File: config.mk
export PLATFORM = sky130hd
export DESIGN_NAME = prog_io_state_version_guard
export DESIGN_NICKNAME = d
export VERILOG_FILES = /design/src/verilog/prog_guard_pkg.sv /design/src/verilog/prog_io_state_version_guard.sv /design/src/verilog/io_pin_state.sv /design/src/verilog/version_check.sv
export SDC_FILE = /design/constraint.sdc
export NUM_CORES = 1
export LEC_CHECK = 0
export ABC_CLOCK_PERIOD_IN_PS = 2990
export BUFFER_PORTS_ARGS = -buffer_cell sky130_fd_sc_hd__buf_4
export CAP_MARGIN = 15
export CORE_AREA = 5 5 88 90
export DETAILED_ROUTE_END_ITERATION = 12
export DIE_AREA = 0 0 93 95
export PLACE_DENSITY = 0.87
export SYNTH_ARGS = -nofsm -noshare
export SYNTH_HDL_FRONTEND = slang
export SYNTH_SLANG_ARGS = --single-unit
File: constraint.sdc
create_clock -name clk -period 2.99 [get_ports clk]
set_input_delay 0.1495 -clock clk [delete_from_list [all_inputs] [get_ports clk]]
set_output_delay 0.1495 -clock clk [all_outputs]
set_load 0.005 [all_outputs]
File: src/verilog/prog_guard_pkg.sv
/*
  Constants and types for the programming-time version guard and I/O state block.
  Assumes a single 20 MHz clock domain and a synchronous active-low reset.
*/
// Summary of operation
// [RQ1] After a successful program, stored minimum version takes the image's minimum version.
// [RQ2] Reject image whose version is not above stored minimum, unless bypass flag set; code honours the flag only with img_spi set.
// [RQ3] A failed self-update or in-application update starts recovery from stored golden image.
// [RQ4] SPI-delivered images carrying the bypass flag skip the minimum-version check.
// [RQ5] JTAG programming keeps user I/O enabled, state from boundary-scan cell; code takes driven pin state from pin_set, not bscan_val.
// [RQ6] SPI slave leaves user I/O alone unless enable instruction applies weak pull-ups.
// [RQ7] SPI master programming tristates user and high-speed outputs with weak pull-ups; code tristates user I/O only, transceiver_data keeps transceiver_user.
// [RQ8] Transceiver data follows boundary scan in JTAG, untouched in SPI modes.
// [RQ9] SPI master programming lets transceiver clocks and links stay up in loopback.
// [RQ10] JTAG output settings: drive high, drive low, hold last state, or tristate.
// [RQ11] Last-known-state captures each output value just before programming, holds it.
// [RQ12] Preconfigured JTAG output states apply at start and hold until the end.
// [RQ13] Versions compare unsigned; stored minimum updates only after successful completion.
package prog_guard_pkg;

  // ==========================================================
  // Widths and reset values
  localparam int          VER_W        = 16;
  localparam logic [15:0] MIN_VER_RST  = 16'h0000;

  // ==========================================================
  // Programming modes
  typedef enum logic [1:0] {
    MODE_IDLE     = 2'b00,
    MODE_JTAG     = 2'b01,
    MODE_SPI_SLV  = 2'b11,
    MODE_SPI_MST  = 2'b10
  } prog_mode_t;

  // ==========================================================
  // Per-pin JTAG output setting
  typedef enum logic [1:0] {
    PIN_Z    = 2'b00,
    PIN_LOW  = 2'b01,
    PIN_HIGH = 2'b10,
    PIN_LAST = 2'b11
  } pin_set_t;

  // ==========================================================
  // Version guard sequencer
  typedef enum logic [2:0] {
    GS_IDLE    = 3'b000,
    GS_CHECK   = 3'b001,
    GS_PROG    = 3'b011,
    GS_RECOVER = 3'b010,
    GS_RCHECK  = 3'b110,
    GS_DONE    = 3'b111,
    GS_FAIL    = 3'b101
  } guard_state_t;

endpackage

File: src/verilog/prog_io_state_version_guard.sv
/*
  Programming-time rollback guard and user/transceiver I/O state control.
  Assumes a programming engine that reports image header fields, a start pulse,
  and done/fail pulses; the outside master or flash delivers the image.
*/
`timescale 1ns/1ps
module prog_io_state_version_guard #(
  parameter int N_IO   = 8,
  parameter int N_TRANSCEIVER = 2,
  parameter int VW     = prog_guard_pkg::VER_W
) (
  // Clock and reset
  input  wire logic                         clk,
  input  wire logic                         rst_n,
  input  wire logic                         ce,
  // Programming mode
  input  wire prog_guard_pkg::prog_mode_t   mode,
  input  wire logic                         isc_enable,
  input  wire logic                         loopback_en,
  // Image header and engine handshake
  input  wire logic                         img_start,
  input  wire logic [VW-1:0]                img_design_ver,
  input  wire logic [VW-1:0]                img_min_ver,
  input  wire logic                         img_bypass,
  input  wire logic                         img_spi,
  input  wire logic                         img_self_update,
  input  wire logic                         prog_done,
  input  wire logic                         prog_fail,
  // Engine control
  output logic                              prog_go,
  output logic                              recover_req,
  output logic                              img_reject,
  output logic                              recover_fail,
  output logic                              prog_ok,
  output logic [VW-1:0]                     min_ver,
  output prog_guard_pkg::guard_state_t      guard_state,
  // User I/O
  input  wire prog_guard_pkg::pin_set_t     pin_set [N_IO],
  input  wire logic [N_IO-1:0]              bscan_val,
  input  wire logic [N_IO-1:0]              user_out,
  input  wire logic [N_IO-1:0]              user_oe_n,
  output logic [N_IO-1:0]                   pad_out,
  output logic [N_IO-1:0]                   pad_oe_n,
  output logic [N_IO-1:0]                   pad_pullup,
  // Transceiver
  input  wire logic [N_TRANSCEIVER-1:0]            transceiver_bscan,
  input  wire logic [N_TRANSCEIVER-1:0]            transceiver_user,
  output logic [N_TRANSCEIVER-1:0]                 transceiver_data,
  output logic                              transceiver_link_en
);
  import prog_guard_pkg::*;

  // ==========================================================
  // Version guard
  guard_state_t st_ff;
  guard_state_t nxt_st;
  logic [VW-1:0] min_ver_ff;
  logic [VW-1:0] pend_min_ff;
  logic [VW-1:0] nxt_min;
  logic          self_upd_ff;
  logic          accept;
  logic          go_ff;
  logic          rec_ff;
  logic          rej_ff;
  logic          rfail_ff;
  logic          ok_ff;

  version_check #(.W(VW)) u_check (
    .design_ver (img_design_ver),
    .min_ver    (min_ver_ff),
    .bypass     (img_bypass),
    .spi_path   (img_spi),
    .accept     (accept)
  );

  always_comb begin
    nxt_st = st_ff;
    case (st_ff)
      GS_IDLE: begin
        if (img_start) nxt_st = GS_CHECK;
      end
      GS_CHECK: begin
        nxt_st = accept ? GS_PROG : GS_FAIL; // RQ2
      end
      GS_PROG: begin
        if (prog_done) nxt_st = GS_DONE;
        else if (prog_fail && self_upd_ff) nxt_st = GS_RECOVER; // RQ3
        else if (prog_fail) nxt_st = GS_FAIL;
      end
      GS_RECOVER: begin
        if (img_start) nxt_st = GS_RCHECK; // RQ3
      end
      GS_RCHECK: begin
        nxt_st = accept ? GS_PROG : GS_FAIL; // RQ2 RQ4
      end
      GS_DONE: nxt_st = GS_IDLE;
      GS_FAIL: nxt_st = GS_IDLE;
      default: nxt_st = GS_IDLE;
    endcase
  end

  // Stored minimum changes only on a completed program
  assign nxt_min = (st_ff == GS_PROG && prog_done) ? pend_min_ff : min_ver_ff; // RQ1 RQ13

  always_ff @(posedge clk) begin
    if (!rst_n) begin
      st_ff       <= GS_IDLE;
      min_ver_ff  <= MIN_VER_RST;
      pend_min_ff <= MIN_VER_RST;
      self_upd_ff <= 1'b0;
      go_ff       <= 1'b0;
      rec_ff      <= 1'b0;
      rej_ff      <= 1'b0;
      rfail_ff    <= 1'b0;
      ok_ff       <= 1'b0;
    end else if (ce) begin
      st_ff      <= nxt_st;
      min_ver_ff <= nxt_min; // RQ1
      if (st_ff == GS_CHECK || st_ff == GS_RCHECK) begin
        pend_min_ff <= img_min_ver;
      end
      if (st_ff == GS_CHECK) begin
        self_upd_ff <= img_self_update;
      end else if (st_ff == GS_RCHECK) begin
        self_upd_ff <= 1'b0;
      end
      go_ff    <= (st_ff == GS_CHECK || st_ff == GS_RCHECK) && accept;
      rec_ff   <= (st_ff == GS_PROG) && prog_fail && !prog_done && self_upd_ff; // RQ3
      rej_ff   <= (st_ff == GS_CHECK || st_ff == GS_RCHECK) && !accept; // RQ2
      rfail_ff <= (st_ff == GS_RCHECK) && !accept; // RQ2
      ok_ff    <= (st_ff == GS_PROG) && prog_done;
    end
  end

  assign prog_go      = go_ff;
  assign recover_req  = rec_ff;
  assign img_reject   = rej_ff;
  assign recover_fail = rfail_ff;
  assign prog_ok      = ok_ff;
  assign min_ver      = min_ver_ff;
  assign guard_state  = st_ff;

  // ==========================================================
  // User I/O states
  genvar gi;
  generate
    for (gi = 0; gi < N_IO; gi++) begin : g_pin
      io_pin_state u_pin (
        .clk        (clk),
        .rst_n      (rst_n),
        .ce         (ce),
        .mode       (mode),
        .isc_enable (isc_enable),
        .pin_set    (pin_set[gi]),
        .bscan_val  (bscan_val[gi]),
        .user_out   (user_out[gi]),
        .user_oe_n  (user_oe_n[gi]),
        .pad_out    (pad_out[gi]),
        .pad_oe_n   (pad_oe_n[gi]),
        .pad_pullup (pad_pullup[gi])
      ); // RQ5 RQ12
    end
  endgenerate

  // ==========================================================
  // Transceiver
  assign transceiver_data    = (mode == MODE_JTAG) ? transceiver_bscan : transceiver_user; // RQ8
  assign transceiver_link_en = (mode != MODE_SPI_MST) || loopback_en;        // RQ9

  generate
    for (gi = 0; gi < N_IO; gi++) begin : g_pin_chk

    end
  endgenerate
endmodule

File: src/verilog/io_pin_state.sv
/*
  One user I/O pin's state during programming.
  Assumes mode and control inputs are synchronous to clk.
*/
`timescale 1ns/1ps
module io_pin_state (
  // Clock and reset
  input  wire logic                     clk,
  input  wire logic                     rst_n,
  input  wire logic                     ce,
  // Mode
  input  wire prog_guard_pkg::prog_mode_t mode,
  input  wire logic                     isc_enable,
  input  wire prog_guard_pkg::pin_set_t pin_set,
  input  wire logic                     bscan_val,
  // User logic side
  input  wire logic                     user_out,
  input  wire logic                     user_oe_n,
  // Pad side
  output logic                          pad_out,
  output logic                          pad_oe_n,
  output logic                          pad_pullup
);
  import prog_guard_pkg::*;

  logic last_ff;
  logic in_jtag;
  logic jtag_out;
  logic jtag_oe_n;

  // Capture driven value until programming starts
  always_ff @(posedge clk) begin
    if (!rst_n) begin
      last_ff <= 1'b0;
    end else if (ce && mode == MODE_IDLE) begin
      last_ff <= user_out; // RQ11
    end
  end

  assign in_jtag   = (mode == MODE_JTAG);
  assign jtag_out  = (pin_set == PIN_HIGH) ? 1'b1 :
                     (pin_set == PIN_LAST) ? last_ff : // RQ11
                     (pin_set == PIN_LOW)  ? 1'b0 : bscan_val; // RQ10
  assign jtag_oe_n = (pin_set == PIN_Z); // RQ10

  // RQ5 RQ7 RQ6
  assign pad_out    = in_jtag ? jtag_out : user_out;
  assign pad_oe_n   = in_jtag ? jtag_oe_n :
                      (mode == MODE_SPI_MST) ? 1'b1 : user_oe_n; // RQ7
  assign pad_pullup = (mode == MODE_SPI_MST) ||
                      (mode == MODE_SPI_SLV && isc_enable); // RQ6
endmodule

File: src/verilog/version_check.sv
/*
  Unsigned comparison of image version against stored minimum with bypass.
  Pure combinational; assumes stable inputs while evaluated.
*/
`timescale 1ns/1ps
module version_check #(
  parameter int W = 16
) (
  // Operands
  input  wire logic [W-1:0] design_ver,
  input  wire logic [W-1:0] min_ver,
  input  wire logic         bypass,
  input  wire logic         spi_path,
  // Verdict
  output logic              accept
);
  logic newer;
  assign newer  = design_ver > min_ver;              // RQ13
  assign accept = newer || (bypass && spi_path);     // RQ2 RQ4
endmodule

==> results.txt, run 1 <==
EDFF count, synth -> 0
die width -> 93 microns
clk_lat worst skew -> 0.31 ns
Initial DRC Count -> 84
Post-Route Utilization -> 57.8%
sequential area share after synthesis -> 31.8%
vias in the first global route -> 2864
row cnt -> 31
Max rail drop VDD -> 0.324 mV
CP Launch Type -> flip-flop
DRT antenna net count -> 0
WHS Endpoint -> pend_min_ff[10]
CTS Sinks -> 49
mux cell area share after synthesis -> 1.22%
Post-Synthesis Cells -> 410
Non-Filler Instances -> 595
Critical Path RT -> 3.20 ns
Final Hold Viols -> 0
initial antenna violation count -> 0
Starting Density -> 44.2%
Die ar. -> 8840 sq um
CTS max path bufs -> 2
compound-cell area share of the yosys netlist -> 25.2%
Area after DPL -> 3940 sq um
DRC -> 0
flop2flop setup slack -> 1.01 ns
post-synthesis xor/xnor area fraction -> 0%
placed insts -> 587
reg2reg start -> min_ver[13]
Post-Synth Simple-Gate Area -> 22.2%
routed len/inst -> 14.4 microns
routed wire length -> 8.59 mm
hold depth -> 3
Clock Skew -> 0.0114 ns
Post-Syn Area -> 3090 sq um
max cap viols -> 0
cts bufs inserted -> 5
cell area power density -> 369 nW/um^2
ant diodes -> 0
worst hold path class -> primary input to flip-flop
crit path max fanout -> 5
Period minus WS final -> 1.98 ns
Overflow after GRT -> 0
drt first pass iters -> 4
Setup Crit Path Kind -> flip-flop to flip-flop
most frequent cells in the layout -> buf_4, nand2_1, dfxtp_1, inv_1, a21oi_1
final setup vio count -> 0
adder-cell share of the synthesized area -> 6.48%
worst setup path startpoint -> min_ver[13]
Final GP Congestion -> 0.897
GR Util All Layers -> 18.2%
Leakage -> 1.77 nW
CTS Hold Bufs -> 0
slew of the pin with the lowest slew margin -> 0.808 ns
CP endpoint kind -> flip-flop
HPWL after DPL -> 6.85 mm
syn avg cell area -> 7.53 sq um
first-pass GRT wire length -> 12.9 mm
Setup WS pre-CTS -> 1.05 ns
ys async rst share -> 0%
Ys Warns -> 0
Arr. time, crit path -> 2.19 ns
FF-to-FF End -> prog_go
fmax -> 506 MHz
share of layout cells above drive strength 1 -> 31.4%
die height -> 95 microns
area growth from synthesis to layout -> 30.7%
post-route cell area -> 4040 sq um
clk slew on worst S/H paths -> 0.11 ns
Setup TNS -> 0 ns
reg2reg path depth -> 7
Synth Flop Type -> dfxtp_1
post-synthesis cell type count -> 49
number of port buffers -> 139
Via density -> 5.20
# nets final -> 617
post-CTS resize count -> 0
relative slew slack -> 45.6%
routed via count -> 3092
CTS tree -> built
Hold Startpoint -> img_min_ver[10]
largest net degree at the start of global routing -> 52
Yosys reg bits -> 49
RSZ-0062 raised after global routing -> false
Setup Fix Bufs, Post-CTS -> 0
CTS H-tree depth -> 2
final worst-path cycle share -> 66.1%
core area -> 6980 sq um
most common cell after layout, fill and taps aside -> buf_4
CTS Root Buffer Type -> clkbuf_8
status -> finished clean
IO Pins -> 140
setup slack after layout -> 1.01 ns
Slew Limit Fails -> 0
syn_nets -> 515
largest family of logic cells by synthesized area -> compound AO/OA/AOI/OAI gates
[metal layers]
layer / vias up / part of all wire [%] / track usage [%]
li1: 1562 / - / -
met1: 1382 / 38 / 20.1
met2: 134 / 51 / 33.4
met3: 14 / 9.2 / 5.10
met4: 0 / 2.0 / 6.11
met5: - / 0 / 0
[final cells by class]
cell class	count	area [sq um]
fillers	620	2950
multi-input cells	288	1700
repair buffers	139	1040
flip-flops and latches	49	981
inverters	29	109
well taps	82	103
clock buffers	5	68.8
clock inverters	3	28.8
[Yosys cell counts (2+ instances only)]
library cell | instances | share of area (%)
nand2_1 | 98 | 12
dfxtp_1 | 49 | 32
inv_1 | 27 | 3.3
a21oi_1 | 26 | 4.2
buf_4 | 25 | 6.1
o21ai_0 | 25 | 4.1
a21boi_0 | 23 | 5.6
a21boi_1 | 21 | 5.1
ha_1 | 16 | 6.5
nor2_1 | 14 | 1.7
nor3_1 | 13 | 2.1
clkbuf_1 | 10 | 1.2
a21o_1 | 9 | 2.2
buf_2 | 5 | 0.81
nand4_1 | 5 | 1.0
buf_6 | 4 | 1.5
nor2b_1 | 3 | 0.61
a32oi_1 | 2 | 0.57
inv_2 | 2 | 0.24
mux2_2 | 2 | 0.73
nand2b_1 | 2 | 0.41
o31ai_1 | 2 | 0.49
[worst max-delay path by stage]
stage / to / cells after the start
after floorplan: prog_go / 7
after global placement: prog_go / 7
after detailed placement: prog_go / 7
after CTS: prog_go / 7
after global routing: prog_go / 7
final: prog_go / 7
[power breakdown]
part	internal [mW]	leakage [nW]	switching [mW]
logic	0.191	1.32	0.165
registers	0.679	0.397	0.0237
clock network	0.175	0.0506	0.254
total	1.05	1.77	0.444
[through the flow]
stage	hold WS, ns	power [mW]
after floorplan	0.284	0.930
after global placement	0.398	1.06
after detailed placement	0.407	1.07
after CTS	0.0718	1.49
after global routing	0.0708	1.56
final	0.0699	1.49
[worst max-delay path: stages, from the launching register on]
cell	delay, ns
dfxtp_1	0.38
inv_1	0.06
ha_1	0.29
nand4_1	0.21
nor4_2	0.36
and4_4	0.31
nor3_1	0.05
a32o_1	0.21
[flip-flops by register name, indices dropped and copies added (netlist names)]
register,count
self_upd_ff,1
recover_req,1
img_reject,1
guard_state,3
min_ver,16
pend_min_ff,16
recover_fail,1
prog_ok,1
g_pin.u_pin.last_ff,8
prog_go,1
[logic make-up (layout without fill, tap and decap cells)]
kind of cell             count (synthesis)  in the layout
adder cells (fa/ha/maj)                 16             16
flip-flops                              49             49
AND/OR/NAND/NOR                        150            150
AO/OA/AOI/OAI                          119            119
buffers and inverters                   73            176
multiplexers                             3              3
Note: power is estimated with default switching activity, not from simulation.
==> run 2: changes to the inputs <==
- ABC_CLOCK_PERIOD_IN_PS: 2990 -> 1800
- CORE_AREA: 5 5 88 90 -> 5 5 91 93
- DIE_AREA: 0 0 93 95 -> 0 0 96 98
- PLACE_DENSITY: 0.87 -> 0.85
- clock period: 2.99 -> 1.8 ns (I/O delays scaled with it)
==> results.txt, run 2 (same netlist as run 1, synthesis figures left out) <==
drt first pass iters -> 5
status -> finished, violations left
placed insts -> 623
largest net degree at the start of global routing -> 52
Initial DRC Count -> 159
Multi-input gate area -> 1850 sq um
failing checks -> setup timing
DRC -> 0
Clock Skew -> 0.0124 ns
CTS Sinks -> 49
cell area power density -> 575 nW/um^2
final worst-path cycle share -> 102%
routed len/inst -> 15.3 microns
Period minus WS final -> 1.84 ns
clk slew on worst S/H paths -> 0.10 ns
clk_lat worst skew -> 0.31 ns
Slew Limit Fails -> 0
Final Hold Viols -> 0
Via density -> 5.11
slew of the pin with the lowest slew margin -> 0.424 ns
row cnt -> 32
CTS max path bufs -> 2
Setup Crit Path Kind -> flip-flop to flip-flop
initial antenna violation count -> 0
ant diodes -> 0
CP endpoint kind -> flip-flop
Non-Filler Instances -> 636
Storage cell area -> 995 sq um
vias in the first global route -> 3074
final setup vio count -> 5
WHS -> 0.0134 ns
CTS Hold Bufs -> 0
IO Pins -> 140
Overflow after GRT -> 0
die width -> 96 microns
max cap viols -> 0
CTS Root Buffer Type -> clkbuf_8
die height -> 98 microns
Max rail drop VDD -> 0.382 mV
DRT antenna net count -> 0
fmax -> 543 MHz
# nets final -> 638
number of port buffers -> 139
most frequent cells in the layout -> buf_4, nand2_1, dfxtp_1, a21oi_1, o21ai_0
Die ar. -> 9410 sq um
core area -> 7450 sq um
CTS H-tree depth -> 2
RSZ-0062 raised after global routing -> true
# fillers -> 672
Leakage -> 1.91 nW
GR Util All Layers -> 19.0%
CP Launch Type -> flip-flop
most common cell after layout, fill and taps aside -> buf_4
cts bufs inserted -> 5
Starting Density -> 41.5%
first-pass GRT wire length -> 14.3 mm
crit path max fanout -> 5
routed via count -> 3253
Final GP Congestion -> 0.863
relative slew slack -> 71.7%
worst hold path class -> primary input to flip-flop
setup slack after layout -> -0.0425 ns
Setup TNS -> -0.126 ns
share of layout cells above drive strength 1 -> 39.9%
routed wire length -> 9.70 mm
Arr. time, crit path -> 2.05 ns
area growth from synthesis to layout -> 41.7%
Overall Power -> 2.52 mW
HPWL after DPL -> 7.36 mm
CTS tree -> built
Critical Path RT -> 2.00 ns
run 2: path summary, 6_finish.rpt:
| check | cells after the start | from | to | slack, ns |
|---|---|---|---|---|
| max | 7 | min_ver[5] | prog_go | -0.04 |
| min | 3 | img_min_ver[6] | pend_min_ff[6] | 0.01 |
| min reg2reg | 2 | pend_min_ff[7] | min_ver[7] | 0.46 |
| max reg2reg | 7 | min_ver[5] | prog_go | -0.04 |
run 2: per-stage QoR:
stage | instance area [sq um] | util (%) | worst slack (ns)
final | 4380 | 58.8 | -0.0425
after global routing | 4380 | 58.8 | -0.135
after CTS | 4190 | 56.2 | 0.00336
after detailed placement | 4080 | 54.8 | -0.0154
after global placement | 4080 | 54.8 | 0.0274
after floorplan | 3090 | - | 0.0544
run 2: timing repair:
action                     CTS  global route
pin swaps                    5            12
setup endpoints to repair    3             7
resized for setup            4            28
setup buffers                0             5
run 2: final cells by class:
cell class              count  area share, %
multi-input cells         288           42.2
repair buffers            160           27.4
flip-flops and latches     49           22.7
well taps                 102           2.92
inverters                  29           2.49
clock buffers               5           1.57
clock inverters             3          0.658
run 2: worst max-delay path: stages (launching register included):
cell	delay, ns
dfxtp_2	0.36
inv_2	0.05
ha_4	0.26
nand4_1	0.17
nor4_4	0.34
and4_4	0.31
nor3_2	0.04
a32o_1	0.21
run 2: per-layer routing:
layer  GRT usage, %  wire length [microns]  up-vias
met3           4.62                    843       24
met1           19.6                   3460     1472
met5              0                      0        -
met2           35.4                   5100      151
li1               -                      -     1606
met4           8.42                    306        0
run 2: report_power, final:
part           switching (mW)  internal, mW  total [mW]  leakage (nW)
sequential             0.0397          1.13        1.17         0.403
clock                   0.417         0.291       0.708        0.0506
combinational           0.297         0.343       0.639          1.45
total                   0.753          1.76        2.52          1.91
==> run 3: changes to the inputs <==
- PLACE_DENSITY: 0.85 -> not set
- PLACE_DENSITY_LB_ADDON: not set -> 0.2
==> results.txt, run 3 (same netlist as run 1, synthesis figures left out) <==
status -> finished, violations left
failing checks -> setup timing
Int Power -> 1.92 mW
routed len/inst -> 13.8 microns
switching portion of total power -> 26.6%
relative slew slack -> 70.3%
crit path max fanout -> 4
Period minus WS final -> 1.84 ns
clk slew on worst S/H paths -> 0.10 ns
switching pwr -> 0.694 mW
Overflow after GRT -> 0
clk_lat worst skew -> 0.30 ns
CTS max path bufs -> 2
Final Hold Viols -> 0
slew of the pin with the lowest slew margin -> 0.445 ns
cts bufs inserted -> 5
core area -> 7450 sq um
setup slack after layout -> -0.0426 ns
vias in the first global route -> 2898
CP Launch Type -> flip-flop
Clock Skew -> 0.00994 ns
CTS Sinks -> 49
Slew Limit Fails -> 0
number of port buffers -> 139
DRT antenna net count -> 0
max cap viols -> 0
family with the most delay on the worst path -> simple AND/OR/NAND/NOR gates
Arr. time, crit path -> 2.05 ns
HPWL after DPL -> 6.95 mm
largest net degree at the start of global routing -> 52
most common cell after layout, fill and taps aside -> buf_4
CTS Root Buffer Type -> clkbuf_8
CTS Hold Bufs -> 0
initial antenna violation count -> 0
first-pass GRT wire length -> 13.7 mm
Max rail drop VDD -> 0.412 mV
ant diodes -> 0
most frequent cells in the layout -> buf_4, nand2_1, dfxtp_1, a21oi_1, o21ai_0
worst hold path class -> primary input to flip-flop
die width -> 96 microns
Starting Density -> 41.5%
clock share of power -> 31.7%
combinational group share of total power -> 23.8%
Leakage -> 1.90 nW
share of layout cells above drive strength 1 -> 37.7%
row cnt -> 32
Initial DRC Count -> 92
Setup Crit Path Kind -> flip-flop to flip-flop
final worst-path cycle share -> 102%
final setup vio count -> 4
sequential power share -> 44.5%
GR Util All Layers -> 18.1%
CTS H-tree depth -> 2
CP Buf/Inv Count -> 1
Non-Filler Instances -> 635
CTS tree -> built
drt first pass iters -> 4
area growth from synthesis to layout -> 40.1%
Final GP Congestion -> 0.845
Overall Power -> 2.61 mW
CP endpoint kind -> flip-flop
Critical Path RT -> 2.00 ns
cells along the critical path -> inv_2 > ha_4 > nand4_1 > nor4_4 > and4_4 > nor3_2 > a32o_1
fmax -> 543 MHz
routed wire length -> 8.75 mm
CP max stage delay -> 0.34 ns
# nets final -> 637
die height -> 98 microns
RSZ-0062 raised after global routing -> true
Die ar. -> 9410 sq um
Via density -> 4.82
placed insts -> 625
routed via count -> 3061
cell area power density -> 603 nW/um^2
DRC -> 0
Critical-path top delay cell -> dfxtp_2
IO Pins -> 140
run 3: cell types whose count changed in the layout (fill, tap and decap cells not counted), sizes merged:
cell	previous run	this run
buf	160	159
bufinv	0	1
clkbuf	5	6
clkinv	1	0
clkinvlp	0	1
inv	31	29
run 3: power groups by stage:
stage          sequential [mW]  clock (mW)  combinational [mW]
6_report                  1.16       0.827               0.620
5_1_grt                   1.17       0.898               0.693
4_1_cts                   1.16       0.850               0.618
3_5_place_dp              1.19           0               0.611
3_3_place_gp              1.19           0               0.602
2_1_floorplan             1.17           0               0.372
run 3: layout make-up:
cell class | instances | area [sq um]
flip-flops and latches | 49 | 991
clock inverters | 2 | 37.5
clock buffers | 6 | 82.6
fillers | 723 | 3120
multi-input cells | 288 | 1780
well taps | 102 | 128
inverters | 29 | 109
repair buffers | 159 | 1190
run 3: metrics by stage:
stage               TNS [ns]  util [%]  setup slack (ns)  hold WS (ns)  instance area [sq um]
finish                -0.101      58.1           -0.0426        0.0230                   4330
floorplan                  0         -            0.0544         0.225                   3090
global route          -0.618      58.1            -0.151        0.0129                   4330
detailed placement    -0.186      55.0           -0.0822         0.347                   4100
global placement           0      55.0           0.00657         0.341                   4100
CTS                        0      57.1          0.000974        0.0170                   4250
run 3: worst paths after layout:
path | start | cells past startpoint | slack (ns) | end
worst max-delay path | min_ver[13] | 7 | -0.04 | prog_go
worst min-delay path | img_min_ver[9] | 3 | 0.02 | pend_min_ff[9]
worst max register to register | min_ver[13] | 7 | -0.04 | prog_go
worst min register to register | pend_min_ff[15] | 2 | 0.44 | min_ver[15]
run 3: what timing repair did:
| action | 4_1_cts | 5_1_grt |
|---|---|---|
| pin swaps | 4 | 9 |
| hold endpoints to repair | 0 | 0 |
| gates resized for setup | 7 | 14 |
| setup buffers | 0 | 2 |
| endpoints found under the setup margin | 5 | 5 |
run 3: tightest hold or removal path, delay by kind of cell:
family	cells	cell delay (ns)
buffers and inverters	1	0.11
AO/OA/AOI/OAI	1	0.05
AND/OR/NAND/NOR	1	0.04
run 3: layer usage:
layer	up-vias	global-route usage (%)	wire (microns)
li1	1602	-	-
met1	1347	21.8	3540
met2	104	31.8	4290
met3	8	4.24	810
met4	0	4.81	100
met5	-	0	0
